### config.mk
export PLATFORM = sky130hd
export DESIGN_NAME = cgcr_top
export DESIGN_NICKNAME = d
export VERILOG_FILES = /design/src/pkg/cgcr_pkg.sv /design/src/core/cgcr_toggle_div.sv /design/src/core/cgcr_top.sv
export SDC_FILE = /design/constraint.sdc
export NUM_CORES = 1
export LEC_CHECK = 0
export BUFFER_PORTS_ARGS = -buffer_cell sky130_fd_sc_hd__clkbuf_2
export CAP_MARGIN = 5
export CORE_MARGIN = 5
export CORE_UTILIZATION = 54
export DETAILED_ROUTE_END_ITERATION = 10
export GPL_ROUTABILITY_DRIVEN = 0
export PLACE_DENSITY_LB_ADDON = 0.1
export SLEW_MARGIN = 20
export SYNTH_ARGS = -nofsm -noshare
export SYNTH_HDL_FRONTEND = slang
export SYNTH_HIERARCHICAL = 1
export SYNTH_SLANG_ARGS = --single-unit
### constraint.sdc
create_clock -name I_MCLK -period 9.1 [get_ports I_MCLK]
set_input_delay 0.455 -clock I_MCLK [delete_from_list [all_inputs] [get_ports I_MCLK]]
set_output_delay 0.455 -clock I_MCLK [all_outputs]
set_load 0.02 [all_outputs]
### src/pkg/cgcr_pkg.sv
// constants, field layouts, reset values and types of the global command block
// assumes a single 250 MHz core clock and a byte-wide command stream from the host
`default_nettype none
package cgcr_pkg;
  // core clock
  localparam int unsigned CLK_HZ        = 250_000_000;
  localparam int unsigned CLK_PERIOD_NS = 4;

  // command byte layout: bit 7 set marks a write
  localparam int          WRITE_BIT     = 7;
  localparam logic [7:0]  CMD_NOP        = 8'ha0;
  localparam logic [7:0]  CMD_SOFT_RESET = 8'ha2;
  localparam logic [7:0]  CMD_HARD_RESET = 8'ha3;
  localparam logic [6:0]  REG_MASTER_CLOCK_SELECT      = 7'h24;
  localparam logic [6:0]  REG_CHANNEL_COMMAND_ENABLE   = 7'h25;
  localparam logic [6:0]  REG_PCM_FORMAT_CONFIG        = 7'h26;
  localparam logic [6:0]  REG_CHOPPER_CLOCK_CONFIG     = 7'h27;
  localparam logic [6:0]  REG_SENSE_A_DEBOUNCED_STATUS = 7'h28;

  // master clock frequency codes
  localparam logic [3:0]  MCLK_8192      = 4'h0;
  localparam logic [3:0]  MCLK_4096      = 4'h1;
  localparam logic [3:0]  MCLK_2048      = 4'h2;
  localparam logic [3:0]  MCLK_6144      = 4'h4;
  localparam logic [3:0]  MCLK_3072      = 4'h5;
  localparam logic [3:0]  MCLK_1536_1544 = 4'h6;
  localparam logic [3:0]  MCLK_6176      = 4'hc;
  localparam logic [3:0]  MCLK_3088      = 4'hd;
  localparam logic [3:0]  MCLK_RST       = MCLK_2048;
  localparam logic [3:0]  MCLK_DCL_SINGLE = MCLK_2048;
  localparam logic [3:0]  MCLK_DCL_DOUBLE = MCLK_4096;

  // reset values and field positions
  localparam logic [7:0]  CHAN_EN_RST    = 8'h00;
  localparam logic [7:0]  PCM_RST        = 8'h00;
  localparam logic [5:0]  CHOP_RST       = 6'h00;
  localparam int          PCM_DO_LSB     = 0;
  localparam int          PCM_RX_BIT     = 3;
  localparam int          PCM_TX_BIT     = 4;
  localparam int          PCM_DOUBLE_BIT = 5;
  localparam int          PCM_LINEAR_BIT = 6;
  localparam int          PCM_MULAW_BIT  = 7;
  localparam int          CHOP_A_LSB     = 0;
  localparam int          CHOP_B_LSB     = 4;
  localparam logic [3:0]  CHOP_A_MAX     = 4'hd;

  // chopper a half period is code times one millisecond
  localparam int unsigned CHOP_A_UNIT_NS  = 1_000_000;
  localparam int unsigned CHOP_A_UNIT_CYC = CHOP_A_UNIT_NS / CLK_PERIOD_NS;
  // chopper b half periods, rounded down
  localparam int unsigned CHOP_B_F1_HZ  = 512_000;
  localparam int unsigned CHOP_B_F2_HZ  = 256_000;
  localparam int unsigned CHOP_B_F3_HZ  = 16_384_000;
  localparam int unsigned CHOP_B_F1_CYC = CLK_HZ / (2 * CHOP_B_F1_HZ);
  localparam int unsigned CHOP_B_F2_CYC = CLK_HZ / (2 * CHOP_B_F2_HZ);
  localparam int unsigned CHOP_B_F3_CYC = CLK_HZ / (2 * CHOP_B_F3_HZ);
  // sense input must hold this long before it is taken
  localparam int unsigned DEBOUNCE_NS  = 8_000_000;
  localparam int unsigned DEBOUNCE_CYC = DEBOUNCE_NS / CLK_PERIOD_NS;

  typedef enum logic {ST_IDLE, ST_DATA} cgcr_state_type;

  typedef struct packed {
    logic [2:0] slot_offset;
    logic       double_clock;
    logic       tx_falling;
    logic       rx_rising;
    logic       linear;
    logic       mulaw;
  } cgcr_pcm_cfg_type;

  typedef struct packed {
    cgcr_state_type st;
    logic [7:0]     cmd;
    logic [3:0]     mclk;
    logic [7:0]     chan_en;
    logic [7:0]     pcm;
    logic [5:0]     chop;
    logic           rd_valid;
    logic [7:0]     rd_data;
    logic           local_rst;
    logic           par_s1;
    logic           par_s2;
    logic           dbl_s1;
    logic           dbl_s2;
    logic [7:0]     sen_s1;
    logic [7:0]     sen_s2;
    logic [7:0]     sen_cand;
    logic [31:0]    deb_cnt;
    logic [7:0]     sen_deb;
  } cgcr_top_type;

  localparam cgcr_top_type TOP_RST = '{st: ST_IDLE, mclk: MCLK_RST, default: '0};

  typedef struct packed {
    logic [31:0] cnt;
    logic        wave;
  } cgcr_div_type;

  localparam cgcr_div_type DIV_RST = '{cnt: 32'h0, wave: 1'b1};
endpackage : cgcr_pkg
`default_nettype wire

### src/core/cgcr_toggle_div.sv
// square wave divider used for both chopper outputs
// assumes the half period count comes from logic on the same clock
`default_nettype none
module cgcr_toggle_div (
  input  wire logic        i_clk,
  input  wire logic        i_rst,
  input  wire logic [31:0] i_half,
  output var  logic        o_wave
);
  cgcr_pkg::cgcr_div_type r_ff;
  cgcr_pkg::cgcr_div_type nxt_r;

  // zero half period parks the output high; >= keeps a shrinking count safe
  always_comb
  begin
    nxt_r = r_ff;
    if (i_half == 32'h0)
    begin
      nxt_r.cnt  = 32'h0;
      nxt_r.wave = 1'b1;
    end
    else if (r_ff.cnt >= i_half - 32'h1)
    begin
      nxt_r.cnt  = 32'h0;
      nxt_r.wave = ~r_ff.wave;
    end
    else
    begin
      nxt_r.cnt = r_ff.cnt + 32'h1;
    end
  end

  always_ff @(posedge i_clk or posedge i_rst)
  begin
    if (i_rst)
      r_ff <= cgcr_pkg::DIV_RST;
    else
      r_ff <= nxt_r;
  end

  assign o_wave = r_ff.wave;
endmodule : cgcr_toggle_div
`default_nettype wire

### src/core/cgcr_top.sv
// global command decoder and register set of the eight channel voice codec
// assumes a byte stream from host logic on I_MCLK; mode and sense pins are asynchronous
//
// Function
// - soft reset command pulses local reset; global registers and ram untouched
// - hard reset command reloads the reset-pin register state and pulses local reset; chopper dividers are not reset
// - clock select read by one code, written by code with top bit set
// - four-bit clock code maps to the listed master clock frequencies
// - clock select only in parallel mode; serial mode follows double-rate pin
// - one enable bit per channel for local and ram commands, default off
// - parallel mode slot offset delays slots zero to seven bit clocks
// - parallel mode clock-slope top bit selects single or double clock
// - parallel mode low slope bits choose transmit and receive clock edges
// - format bit selects compressed or linear samples in both modes
// - law bit selects a-law or mu-law in both modes
// - chopper a high at zero, else square wave of 1000/(2n) hz
// - chopper b high at 00, else 512 khz, 256 khz, 16.384 mhz
// - sense a status reads debounced per-channel levels, zero after reset
// - reserved bits are ignored on write and read as zero
// - no reset touches coefficient or tone ram contents
`default_nettype none
module cgcr_top #(
  parameter int unsigned P_CHOP_A_UNIT_CYC = cgcr_pkg::CHOP_A_UNIT_CYC,
  parameter int unsigned P_DEBOUNCE_CYC    = cgcr_pkg::DEBOUNCE_CYC,
  parameter int unsigned P_CHANNELS        = 8
) (
  input  wire logic                       I_MCLK,
  input  wire logic                       I_RST,
  input  wire logic                       I_PARALLEL_MODE,
  input  wire logic                       I_DOUBLE_RATE,
  input  wire logic                       I_BYTE_VALID,
  input  wire logic [7:0]                 I_BYTE,
  input  wire logic [P_CHANNELS-1:0]      I_SENSE_A,
  output var  logic                       O_RD_VALID,
  output var  logic [7:0]                 O_RD_DATA,
  output var  logic                       O_LOCAL_RESET,
  output var  logic [3:0]                 O_MCLK_CODE,
  output var  logic                       O_CODE_UNRESOLVED,
  output var  logic [P_CHANNELS-1:0]      O_CHAN_CMD_ENABLE,
  output var  cgcr_pkg::cgcr_pcm_cfg_type O_PCM_CFG,
  output var  logic                       O_CHOP_A,
  output var  logic                       O_CHOP_B
);
  cgcr_pkg::cgcr_top_type r_ff;
  cgcr_pkg::cgcr_top_type nxt_r;
  logic                   cmd_take;
  logic                   data_take;
  logic                   parallel;
  logic [31:0]            chop_a_half;
  logic [31:0]            chop_b_half;
  logic [3:0]             chop_a_code;
  logic [1:0]             chop_b_code;

  assign cmd_take  = I_BYTE_VALID && (r_ff.st == cgcr_pkg::ST_IDLE);
  assign data_take = I_BYTE_VALID && (r_ff.st == cgcr_pkg::ST_DATA);
  assign parallel  = r_ff.par_s2;

  // command parser, register file, pin synchronisers and sense debounce
  always_comb
  begin
    nxt_r           = r_ff;
    nxt_r.rd_valid  = 1'b0;
    nxt_r.local_rst = 1'b0;
    // two flops on every mode, rate and sense pin before use
    nxt_r.par_s1    = I_PARALLEL_MODE;
    nxt_r.par_s2    = r_ff.par_s1;
    nxt_r.dbl_s1    = I_DOUBLE_RATE;
    nxt_r.dbl_s2    = r_ff.dbl_s1;
    nxt_r.sen_s1    = 8'(I_SENSE_A);
    nxt_r.sen_s2    = r_ff.sen_s1;
    // whole vector must hold still; any change restarts the wait
    if (r_ff.sen_s2 != r_ff.sen_cand)
    begin
      nxt_r.sen_cand = r_ff.sen_s2;
      nxt_r.deb_cnt  = 32'h0;
    end
    else if (r_ff.deb_cnt < 32'(P_DEBOUNCE_CYC) - 32'h1)
    begin
      nxt_r.deb_cnt = r_ff.deb_cnt + 32'h1;
    end
    else
    begin
      nxt_r.sen_deb = r_ff.sen_cand;
    end

    // first byte of a transfer is the command
    if (cmd_take)
    begin
      nxt_r.cmd = I_BYTE;
      if (I_BYTE[cgcr_pkg::WRITE_BIT])
      begin
        nxt_r.st = cgcr_pkg::ST_DATA;
      end
      else
      begin
        nxt_r.rd_valid = 1'b1;
        unique case (I_BYTE[6:0])
          cgcr_pkg::REG_MASTER_CLOCK_SELECT:
            nxt_r.rd_data = {4'h0, r_ff.mclk};
          cgcr_pkg::REG_CHANNEL_COMMAND_ENABLE:
            nxt_r.rd_data = r_ff.chan_en;
          cgcr_pkg::REG_PCM_FORMAT_CONFIG:
            nxt_r.rd_data = r_ff.pcm;
          cgcr_pkg::REG_CHOPPER_CLOCK_CONFIG:
            nxt_r.rd_data = {2'h0, r_ff.chop};
          cgcr_pkg::REG_SENSE_A_DEBOUNCED_STATUS:
            nxt_r.rd_data = r_ff.sen_deb;
          default:
            nxt_r.rd_data = 8'h00;
        endcase
      end
    end

    // second byte carries the data of a write command
    if (data_take)
    begin
      nxt_r.st = cgcr_pkg::ST_IDLE;
      unique case (r_ff.cmd)
        cgcr_pkg::CMD_SOFT_RESET:
          nxt_r.local_rst = 1'b1;
        cgcr_pkg::CMD_NOP:
          nxt_r.local_rst = 1'b0; // trailing byte simply closes the command
        cgcr_pkg::CMD_HARD_RESET:
        begin
          // same state the pin leaves; synchronisers restart too
          nxt_r           = cgcr_pkg::TOP_RST;
          nxt_r.local_rst = 1'b1;
        end
        {1'b1, cgcr_pkg::REG_MASTER_CLOCK_SELECT}:
          if (parallel)
            nxt_r.mclk = I_BYTE[3:0];
        {1'b1, cgcr_pkg::REG_CHANNEL_COMMAND_ENABLE}:
          if (parallel)
            nxt_r.chan_en = I_BYTE;
        {1'b1, cgcr_pkg::REG_PCM_FORMAT_CONFIG}:
          nxt_r.pcm = I_BYTE;
        {1'b1, cgcr_pkg::REG_CHOPPER_CLOCK_CONFIG}:
          nxt_r.chop = I_BYTE[5:0];
        default:
          nxt_r.st = cgcr_pkg::ST_IDLE; // unknown writes swallow their byte
      endcase
    end
  end

  // ram is outside this block; neither reset path reaches it
  always_ff @(posedge I_MCLK or posedge I_RST)
  begin
    if (I_RST)
      r_ff <= cgcr_pkg::TOP_RST;
    else
      r_ff <= nxt_r;
  end

  // effective clock code: serial mode ignores the register
  always_comb
  begin
    if (parallel)
      O_MCLK_CODE = r_ff.mclk;
    else if (r_ff.dbl_s2)
      O_MCLK_CODE = cgcr_pkg::MCLK_DCL_DOUBLE;
    else
      O_MCLK_CODE = cgcr_pkg::MCLK_DCL_SINGLE;
  end

  // ambiguous 0110 and unlisted codes raise a flag rather than guess
  always_comb
  begin
    unique case (O_MCLK_CODE)
      cgcr_pkg::MCLK_8192, cgcr_pkg::MCLK_4096, cgcr_pkg::MCLK_2048,
      cgcr_pkg::MCLK_6144, cgcr_pkg::MCLK_3072, cgcr_pkg::MCLK_6176,
      cgcr_pkg::MCLK_3088:
        O_CODE_UNRESOLVED = (chop_a_code > cgcr_pkg::CHOP_A_MAX);
      default:
        O_CODE_UNRESOLVED = 1'b1;
    endcase
  end

  // pcm format; serial mode keeps offset and edges at their reset meaning
  always_comb
  begin
    O_PCM_CFG        = '0;
    O_PCM_CFG.linear = r_ff.pcm[cgcr_pkg::PCM_LINEAR_BIT];
    O_PCM_CFG.mulaw  = r_ff.pcm[cgcr_pkg::PCM_MULAW_BIT];
    if (parallel)
    begin
      O_PCM_CFG.slot_offset  = r_ff.pcm[cgcr_pkg::PCM_DO_LSB +: 3];
      O_PCM_CFG.double_clock = r_ff.pcm[cgcr_pkg::PCM_DOUBLE_BIT];
      O_PCM_CFG.tx_falling   = r_ff.pcm[cgcr_pkg::PCM_TX_BIT];
      O_PCM_CFG.rx_rising    = r_ff.pcm[cgcr_pkg::PCM_RX_BIT];
    end
  end

  // chopper half periods; product is wide, zero code parks output high
  assign chop_a_code = r_ff.chop[cgcr_pkg::CHOP_A_LSB +: 4];
  assign chop_b_code = r_ff.chop[cgcr_pkg::CHOP_B_LSB +: 2];
  assign chop_a_half = 32'(chop_a_code) * 32'(P_CHOP_A_UNIT_CYC);

  always_comb
  begin
    unique case (chop_b_code)
      2'h0:    chop_b_half = 32'h0;
      2'h1:    chop_b_half = 32'(cgcr_pkg::CHOP_B_F1_CYC);
      2'h2:    chop_b_half = 32'(cgcr_pkg::CHOP_B_F2_CYC);
      default: chop_b_half = 32'(cgcr_pkg::CHOP_B_F3_CYC);
    endcase
  end

  cgcr_toggle_div u_chop_a (
    .i_clk  (I_MCLK),
    .i_rst  (I_RST),
    .i_half (chop_a_half),
    .o_wave (O_CHOP_A)
  );

  cgcr_toggle_div u_chop_b (
    .i_clk  (I_MCLK),
    .i_rst  (I_RST),
    .i_half (chop_b_half),
    .o_wave (O_CHOP_B)
  );

  assign O_RD_VALID        = r_ff.rd_valid;
  assign O_RD_DATA         = r_ff.rd_data;
  assign O_LOCAL_RESET     = r_ff.local_rst;
  assign O_CHAN_CMD_ENABLE = P_CHANNELS'(r_ff.chan_en);

  // checks
  property p_soft_reset;
    @(posedge I_MCLK) disable iff (I_RST)
    data_take && r_ff.cmd == cgcr_pkg::CMD_SOFT_RESET
      |=> O_LOCAL_RESET && r_ff.mclk == $past(r_ff.mclk) && r_ff.pcm == $past(r_ff.pcm);
  endproperty
  a_soft_reset: assert property (p_soft_reset) else $error("soft reset misbehaved");

  property p_hard_reset;
    @(posedge I_MCLK) disable iff (I_RST)
    data_take && r_ff.cmd == cgcr_pkg::CMD_HARD_RESET
      |=> O_LOCAL_RESET && r_ff.mclk == cgcr_pkg::MCLK_RST && r_ff.chan_en == 8'h00
          && r_ff.chop == 6'h00 ##1 O_CHOP_B && !O_LOCAL_RESET;
  endproperty
  a_hard_reset: assert property (p_hard_reset) else $error("hard reset misbehaved");

  property p_mclk_write;
    @(posedge I_MCLK) disable iff (I_RST)
    data_take && parallel && r_ff.cmd == {1'b1, cgcr_pkg::REG_MASTER_CLOCK_SELECT}
      |=> r_ff.mclk == $past(I_BYTE[3:0]) ##1 O_MCLK_CODE == $past(I_BYTE[3:0], 2)
          || !parallel;
  endproperty
  a_mclk_write: assert property (p_mclk_write) else $error("clock select write lost");

  property p_mclk_read;
    @(posedge I_MCLK) disable iff (I_RST)
    cmd_take && I_BYTE == {1'b0, cgcr_pkg::REG_MASTER_CLOCK_SELECT}
      |=> O_RD_VALID && O_RD_DATA == {4'h0, $past(r_ff.mclk)}
          ##1 (!O_RD_VALID || $past(cmd_take && !I_BYTE[cgcr_pkg::WRITE_BIT]));
  endproperty
  a_mclk_read: assert property (p_mclk_read) else $error("clock select read wrong");

  property p_serial_clock;
    @(posedge I_MCLK) disable iff (I_RST)
    !parallel |-> O_MCLK_CODE == (r_ff.dbl_s2 ? cgcr_pkg::MCLK_DCL_DOUBLE
                                              : cgcr_pkg::MCLK_DCL_SINGLE);
  endproperty
  a_serial_clock: assert property (p_serial_clock) else $error("serial clock code wrong");

  property p_ambiguous;
    @(posedge I_MCLK) disable iff (I_RST)
    O_MCLK_CODE == cgcr_pkg::MCLK_1536_1544 |-> O_CODE_UNRESOLVED;
  endproperty
  a_ambiguous: assert property (p_ambiguous) else $error("ambiguous code not flagged");

  property p_chan_enable;
    @(posedge I_MCLK) disable iff (I_RST)
    data_take && parallel && r_ff.cmd == {1'b1, cgcr_pkg::REG_CHANNEL_COMMAND_ENABLE}
      |=> O_CHAN_CMD_ENABLE == P_CHANNELS'($past(I_BYTE));
  endproperty
  a_chan_enable: assert property (p_chan_enable) else $error("channel mask not taken");

  property p_pcm_fields;
    @(posedge I_MCLK) disable iff (I_RST)
    parallel |-> O_PCM_CFG.slot_offset == r_ff.pcm[2:0] && O_PCM_CFG.tx_falling == r_ff.pcm[4]
                 && O_PCM_CFG.double_clock == r_ff.pcm[5] && O_PCM_CFG.mulaw == r_ff.pcm[7];
  endproperty
  a_pcm_fields: assert property (p_pcm_fields) else $error("pcm format fields wrong");

  property p_chop_b_idle;
    @(posedge I_MCLK) disable iff (I_RST)
    chop_b_code == 2'h0 && $stable(chop_b_code) |=> O_CHOP_B;
  endproperty
  a_chop_b_idle: assert property (p_chop_b_idle) else $error("chopper b not parked");

  property p_chop_b_fast;
    @(posedge I_MCLK) disable iff (I_RST)
    chop_b_code == 2'h3 && $changed(O_CHOP_B) ##1 (chop_b_code == 2'h3) [*7]
      |-> $changed(O_CHOP_B);
  endproperty
  a_chop_b_fast: assert property (p_chop_b_fast) else $error("fast chopper period wrong");

  property p_chop_a_idle;
    @(posedge I_MCLK) disable iff (I_RST)
    chop_a_code == 4'h0 && $stable(chop_a_code) |=> O_CHOP_A;
  endproperty
  a_chop_a_idle: assert property (p_chop_a_idle) else $error("chopper a not parked");

  c_soft_reset: cover property (@(posedge I_MCLK) disable iff (I_RST) O_LOCAL_RESET);
  c_read_back:  cover property (@(posedge I_MCLK) disable iff (I_RST) O_RD_VALID ##1 O_RD_VALID);
  c_chop_b:     cover property (@(posedge I_MCLK) disable iff (I_RST) chop_b_code == 2'h3
                                ##0 $fell(O_CHOP_B));
endmodule : cgcr_top
`default_nettype wire

# [Yosys cells after proc, flatten, opt, wreduce, memory -nomap -nowiden]
# Cells that the tools add are included.
[word_totals] register_bits=179 latch_bits=0 mem_bits_rw=0 rom_bits=0 in_bits=21 out_inout_bits=33 word_cells=110 mem_count=0
[op_classes] add_sub_neg=5 n_mul=1 div_mod_pow=0 n_lt_le_gt_ge=4 n_eq_ne=22 n_shift=0 muxes=32 n_bitwise=3 n_reduce_logical=21
[op_table] cell="two-way mux 32 bit" count=4
[op_table] cell="two-way mux 113 bit" count=1
[op_table] cell="adder 32 x 1 -> 32 bit (second input constant)" count=3
[op_table] cell="two-way mux 68 bit" count=1
[op_table] cell="two-way mux 33 bit" count=2
[op_table] cell="greater-or-equal comparator 32 bit" count=2
[op_table] cell="logical NOT 32 bit" count=2
[op_table] cell="equality test 8 bit (second input constant)" count=6
[op_table] cell="two-way mux 8 bit" count=5
[op_table] cell="case mux 8 bit (5 select lines)" count=1
[op_table] cell="two-way mux 9 bit" count=4
[op_table] cell="equality test 7 x 6 -> 1 bit (second input constant)" count=5
[op_table] cell="< comparator 32 x 21 -> 1 bit (second input constant)" count=1
[op_table] cell="case mux 8 bit (2 select lines)" count=2
[op_table] cell="case mux 9 bit (3 select lines)" count=1
[op_table] cell="subtractor 22 x 1 -> 23 bit (second input constant)" count=1
[op_table] cell="multiplier 4 x 14 -> 18 bit (second input constant)" count=1
[op_table] cell="nonzero test 2 bit" count=8
[op_table] cell="case mux 6 bit (2 select lines)" count=1
[op_table] cell="subtractor 9 x 1 -> 10 bit (second input constant)" count=1
[op_table] cell="equality test 4 x 3 -> 1 bit (second input constant)" count=2
[op_table] cell="equality test 4 bit (second input constant)" count=2
[op_table] cell="two-way mux 4 bit" count=2
[op_table] cell="inequality test 8 bit" count=1
[op_table] cell="other kinds (18)" count=29

# [Depth between registers and ports, before layout]
# Gate-level depths: netlist (run 1).
[depth] ltp_word=6 mapped_depth=25

# [Modules after synthesis]
# The synthesis (run 1) kept the hierarchy.
[by_module_without_submodules] mod="cgcr_top" n_inst=1 cells_per_inst=539 area_per_inst_um2=5715.5 seq_area_each_um2=2829.0
[by_module_without_submodules] mod="cgcr_toggle_div (u_chop_a)" n_inst=1 cells_per_inst=332 area_per_inst_um2=2859.0 seq_area_each_um2=827.0
[by_module_without_submodules] mod="cgcr_toggle_div (u_chop_b)" n_inst=1 cells_per_inst=328 area_per_inst_um2=2847.7 seq_area_each_um2=827.0

# [Least setup slack after synthesis (run 1)]
# OpenSTA, ideal clock, no wires.
[synth_timing] kind="reg2reg" start="reg r_ff (netlist bit chop_a_code[1])" end="reg u_chop_a/r_ff[10] (netlist bit)" t_arrival_ps=5574 required_time_ps=9029 slack_ps=3455 path_stages_with_launch=26 path_cell_list="dfrtp_1 > fa_1 > inv_1 > fa_1 > inv_1 > ha_1 > a21o_1 > a21oi_1 > nor2b_1 > nand2b_1 > a21oi_1 > xnor2_1 > or3_1 > nor2_1 > and4bb_1 > and2_1 > nand2_1 > xor2_1 > ha_1 > a21o_1 > a21oi_1 > nor2b_1 > a2111oi_0 > o211ai_2 > buf_6 > nor2_1"
[synth_rtl] element="from (decl)" line_no="cgcr_top.sv:44" rtl="cgcr_pkg::cgcr_top_type r_ff;"
[synth_rtl] element="from (signal assigned)" line_no="cgcr_top.sv:149" rtl="r_ff <= cgcr_pkg::TOP_RST;"
[synth_rtl] element="from (signal assigned)" line_no="cgcr_top.sv:151" rtl="r_ff <= nxt_r;"
[synth_rtl] element="to (signal assigned)" line_no="cgcr_toggle_div.sv:36" rtl="r_ff <= cgcr_pkg::DIV_RST;"
[synth_rtl] element="to (signal assigned)" line_no="cgcr_toggle_div.sv:38" rtl="r_ff <= nxt_r;"
[synth_rtl] element="to (decl)" line_no="cgcr_toggle_div.sv:10" rtl="cgcr_pkg::cgcr_div_type r_ff;"

==> metrics.txt, run 1 <==
die area 24200 sq um; Top Ports 54; Tmin final between 6 and 7 ns; CP dominant cell by count a21oi_1; Post-synth EDFFs 0; CTS max path bufs 2; Port Buffers 53; CORE AREA 21000 sq um; layout cells sized above 1 9.16%; total CTS buffers 17; Critical R2R Capture u_chop_a/r_ff[3]; largest net degree at the start of global routing 82; Ant. Diodes 0; setup TNS 0 ns; DRT antenna net count 0; Worst-Skew Late Latency between 0.4 and 0.5 ns; Total Power 0.00197 W; Async SR Flop Fraction 100%; Post-Synthesis Cells ~1200; Sink Count 179; root buf cell clkbuf_16; reg2reg path depth 25; r2r setup slk 2.71 ns; Final Max Tran Viols 0; setup violators final 0; Setup WS pre-CTS 2.69 ns; fmax 157 MHz; Crit Path Category register to register; routed vias 8451; worst relative slew slack between 20 and 30%; commonest non-fill, non-tap cell in the layout dfrtp_1; Setup crit end kind register; routed len/inst 14.4 microns; startpoint types register; MaxCap Viol Count 0; Main synth FF type dfrtp_1; Hold Vio Cnt, Final 0; antenna violations before repair 0; Worst-Margin Slew between 1 and 1.5 ns; Worst-path clk slew 0.08 ns; synth warn 6; Cell variety after synth 69; Syn Std Cell Area 11400 sq um; CP peak stage delay roughly 0.64 ns; gr ovfl total 0; row count 53; P_leak 6.07 nW; Peak VDD IR 0.000144 V; master of the slowest instance on the critical path fa_1; DIE WIDTH 155 microns; Vias/cell 5.19; FF-to-FF Start chop_a_code[1]; GRT Resource Usage Total 20.4%; Area Overhead vs Synth 12.0%; Post-CTS Setup Bufs 0; syn_area_per_cell 9.53 sq um; status finished clean; Crit path required time 9.47 ns; Detail Placement HPWL 17.2 mm; Post-Route WL approximately 23 mm; Chip Height about 160 microns; commonest cells after routing, fill and taps aside 176 x dfrtp_1, 153 x nor2_1, 117 x conb_1, 91 x ha_1, 86 x xnor2_1; Pre-antenna DRT Iters 5; sequential share of the synthesized area 39.2%; final worst setup slack 2.71 ns; # DRC 0; CTS tree built; Setup Skew 0.0154 ns; Synth Register Bits around 180; Min-Delay Path Class input port to asynchronous set/reset pin; starting DRC count in detailed routing ~400; crit share post-route 70.2%; RSZ-0062 raised after global routing false; # hold bufs at CTS 0; Post-CTS Resized 0; number of global-route vias before repair ~8300; Arr. time, crit path 6.76 ns; starting density of the core 54.5%; H-tree depth 4; pwr dens about 150 nW/um^2; first-pass GRT wire length 40.6 mm; Crit Path Max Fanout 18; Layout Nets 1458
-- how the worst max path moves through the flow --
stage / startpoint / to / depth (start not counted)
floorplan: chop_a_code[1] / u_chop_a/r_ff[10] / 25
global placement: chop_a_code[1] / u_chop_a/r_ff[5] / 25
detailed placement: chop_a_code[1] / u_chop_a/r_ff[12] / 25
CTS: chop_a_code[1] / u_chop_a/r_ff[17] / 25
global route: chop_a_code[1] / u_chop_a/r_ff[12] / 25
finish: chop_a_code[1] / u_chop_a/r_ff[3] / 25
-- area by class of cell --
type | instances | area [sq um]
Fill cell | 1846 | 8160
Multi-Input combinational cell | 1039 | 6850
Sequential cell | 179 | 4480
Clock buffer | 17 | 425
Tap cell | 275 | 344
Timing Repair Buffer | 57 | 299
Clock inverter | 15 | 216
Inverter | 47 | 179
-- cell families (layout without fill, tap and decap cells) --
group,after synthesis,in the layout,share of synthesized area [%]
flops,179,179,39.2
buf+inv,97,136,4.62
other cells,1,117,0.0328
simple gates,522,522,24.1
xor+xnor,145,145,11.1
mux,20,20,1.84
fa+ha+maj,96,96,10.8
compound gates,139,139,8.19
-- worst max-delay path, delay by kind of cell (launching register included) --
kind	cells	cell delay, ns
AOI/OAI and AO/OA	7	1.86
adders and majority gates	4	1.74
and+or+nand+nor	9	1.41
DFF	1	0.59
buffers and inverters	3	0.44
xor gates and xnor gates	2	0.28
-- flip-flops by register name, indices dropped and copies added (netlist names) --
signal	flops
O_PCM_CFG	2
O_RD_VALID	1
r_ff	86
chop_a_code	4
u_chop_a/r_ff	32
u_chop_b/o_wave	1
O_RD_DATA	8
O_CHAN_CMD_ENABLE	8
O_LOCAL_RESET	1
u_chop_b/r_ff	32
parallel	1
chop_b_code	2
u_chop_a/o_wave	1
-- power breakdown --
| part | internal (W) | switching (W) |
|---|---|---|
| Combinational | 0.000137 | 0.000176 |
| Clock | 0.000383 | 0.000385 |
| Sequential | 0.000837 | 0.0000514 |
| Total | 0.00136 | 0.000613 |
-- metal layers --
| metal | track usage (%) | share of wire, % |
|---|---|---|
| met5 | 0 | 0 |
| met4 | 3.96 | 1.1 |
| met3 | 3.84 | 3.6 |
| met2 | 33.4 | 47 |
| met1 | 28.7 | 49 |
-- cells in the mapped netlist (4+ instances only) --
library cell  count  area, sq um
dfrtp_1         176         4400
nor2_1          153          574
ha_1             91         1140
xnor2_1          86          753
nand2_1          71          267
nand3_1          67          335
xor2_1           59          517
and2_1           55          344
inv_1            47          176
nor3_1           42          210
o21ai_0          42          210
a21oi_1          24          120
nand4_1          24          150
buf_4            22          165
and3_1           20          125
a22o_1           18          158
clkbuf_1         16         60.1
nor4_1           16          100
mux2i_1          12          120
a21o_1           10         75.1
nor2b_1          10         62.6
a221oi_1          9         78.8
buf_6             9          101
or3_1             9         56.3
mux2_2            8         90.1
a211oi_1          7         52.6
and4_1            7         61.3
nand2b_1          6         37.5
o211ai_1          6         45.0
or4_1             6         45.0
fa_1              5          100
nand3b_1          5         37.5
o21ai_1           4         20.0
o31ai_1           4         30.0
-- stage by stage --
step,instance area (sq um),hold WS (ns),util (%),instances
6_report,12800,0.0878,61.1,1629
5_1_grt,12800,0.116,61.1,1629
4_1_cts,12800,0.0747,61.0,1629
3_5_place_dp,12100,0.437,58.0,1597
3_3_place_gp,12100,0.429,58.0,1597
2_1_floorplan,11900,0.428,-,1315
Power figures use the tool's default switching activity.
==> run 2: changes to the inputs <==
clock period = 6.1 ns   (was 9.1 ns; I/O delays follow)
==> metrics.txt, run 2 (synthesis gave the netlist of run 1 again) <==
Crit Path Category register to register; routed vias 8547 (+1.1%); die area 24200 sq um (unchanged); Ant. Diodes 0 (unchanged); RSZ-0062 raised after global routing false; largest registers r_ff x86, u_chop_a/r_ff x32, u_chop_b/r_ff x32; Area Overhead vs Synth 12.5%; Tmin final 5.66 ns (-0.725 ns); Worst setup endpoint u_chop_a/r_ff[31]; max reg flops 86 (unchanged); CTS tree built; FILL cells 1844 (-0.11%); Vias/cell 5.22 (+0.70%); final worst setup slack 0.437 ns (-2.27 ns); design area 12900 sq um (+0.48%); Hold Vio Cnt, Final 0 (unchanged); routed len/inst 14.3 microns (-0.68%); fmax 177 MHz (+13%); Setup crit end kind register; row count 53 (unchanged); gr ovfl total 0 (unchanged); pwr dens 229 nW/um^2 (+49%); Biggest register r_ff; CORE AREA 21000 sq um (unchanged); reg2reg path depth 24 (-4.0%); commonest non-fill, non-tap cell in the layout dfrtp_1; antenna violations before repair 0 (unchanged); Hold Slack 0.0505 ns (-0.0373 ns); Post-Route WL 23.3 mm (-0.25%); Setup Skew 0.0201 ns (+0.00470 ns); setup TNS 0 ns (unchanged); MaxCap Viol Count 0 (unchanged); layout cells sized above 1 9.70% (+0.54 points); DIE WIDTH 155 microns (unchanged); status finished clean; critical hold path startpoint I_SENSE_A[5]; M1 WL 11.0 mm (-3.2%); Placed Area 12200 sq um (+0.37%); Layout Nets 1465 (+0.48%); worst setup path start chop_a_code[1]; root buf cell clkbuf_16; starting DRC count in detailed routing 437 (+8.2%); Sink Count 179 (unchanged); Peak VDD IR 0.000170 V (+18%); Worst-Skew Late Latency 0.45 ns (about the same); crit share post-route 92.8% (+23 points); starting density of the core 54.5% (unchanged); Worst-path clk slew 0.09 ns (about the same); Crit Path Max Fanout 18 (unchanged); Top Ports 54 (unchanged); setup violators final 0 (unchanged); metal2 WL 11.2 mm (+2.6%); r2r setup slk 0.44 ns (-2.27 ns); Min-Delay Path Class input port to register; commonest cells after routing, fill and taps aside 176 x dfrtp_1, 153 x nor2_1, 117 x conb_1, 91 x ha_1, 86 x xnor2_1; Pre-antenna DRT Iters 7 (+2); Crit path required time 6.46 ns (-3.01 ns); GRT Resource Usage Total 20.3% (-0.069 points); Worst-Margin Slew 0.990 ns (-0.0987 ns); Arr. time, crit path 6.02 ns (-0.74 ns); DRT antenna net count 0 (unchanged); met3 WL 778 microns (-6.3%); Setup WS pre-CTS 0.204 ns (-2.48 ns); largest net degree at the start of global routing 73 (-11%); DR top layer met4; worst relative slew slack 33.8% (+6.4 points); H-tree depth 4 (unchanged); Detail Placement HPWL 17.2 mm (+0.13%); CTS max path bufs 2 (unchanged); Chip Height 155 microns (unchanged); # DRC 0 (unchanged); number of global-route vias before repair 8353 (+1.2%); startpoint types register; Final Max Tran Viols 0 (unchanged); Critical R2R Capture u_chop_a/r_ff[31]; first-pass GRT wire length 40.5 mm (-0.22%); total CTS buffers 17 (unchanged); P_leak 6.11 nW (+0.62%); FF-to-FF Start chop_a_code[1]; Port Buffers 53 (unchanged)
[run 2: worst min-delay path by stage]
stage,end,slack [ns],cells past startpoint
2_1_floorplan,r_ff[112],0.41,1
3_3_place_gp,r_ff[51],0.43,1
3_5_place_dp,r_ff[48],0.43,1
4_1_cts,r_ff[62],0.04,2
5_1_grt,r_ff[60],0.05,2
6_report,r_ff[61],0.05,2
[run 2: report_power, final]
| group | switching [W] | internal, W |
|---|---|---|
| clock network | 0.000582 | 0.000573 |
| registers | 0.0000712 | 0.00125 |
| logic | 0.000264 | 0.000207 |
| total | 0.000917 | 0.00203 |
[run 2: routing by layer]
metal  track usage (%)  vias up
met4              5.29        0
li1                  -     4346
met2              33.5      144
met3              3.25       24
met1              28.2     4033
met5                 0        -
[run 2: area by class of cell]
type	instances	area (sq um)	share of cell area [%]
multi-input combinational	1039	6860	53.3
inverter	47	179	1.39
sequential	179	4480	34.9
clock inverter	15	216	1.68
clock buffer	17	425	3.31
timing repair buffer	64	350	2.73
tap	275	344	2.68
[run 2: critical path, stage by stage (launching register included)]
cell and delay, ns:
dfrtp_1 0.40, buf_4 0.20, ha_1 0.33, fa_1 0.52, fa_1 0.47, a21o_1 0.17
a21oi_1 0.22, nor2b_1 0.07, nand2b_1 0.14, a21oi_1 0.17, xnor2_1 0.13, or3_1 0.40
nor2_1 0.09, and4bb_1 0.24, and2_1 0.23, nand2_1 0.09, xor2_1 0.15, ha_1 0.29
a21o_1 0.18, a21oi_1 0.13, nor2b_1 0.07, a2111oi_2 0.36, o211ai_2 0.17, buf_4 0.23
nor2_1 0.14
[run 2: per-stage QoR]
stage          utilization, %  total power [W]  cells
2_1_floorplan               -          0.00171   1315
3_3_place_gp             58.2          0.00180   1603
3_5_place_dp             58.2          0.00181   1603
4_1_cts                  61.3          0.00298   1636
5_1_grt                  61.3          0.00310   1636
6_report                 61.3          0.00295   1636
[run 2: what timing repair did]
item / in CTS / in global routing
hold buffers: 1 / 0
buffers inserted: 0 / 0
hold endpoints to repair: 10 / 0
setup endpoints to repair: 0 / 33
resized for setup: 0 / 2
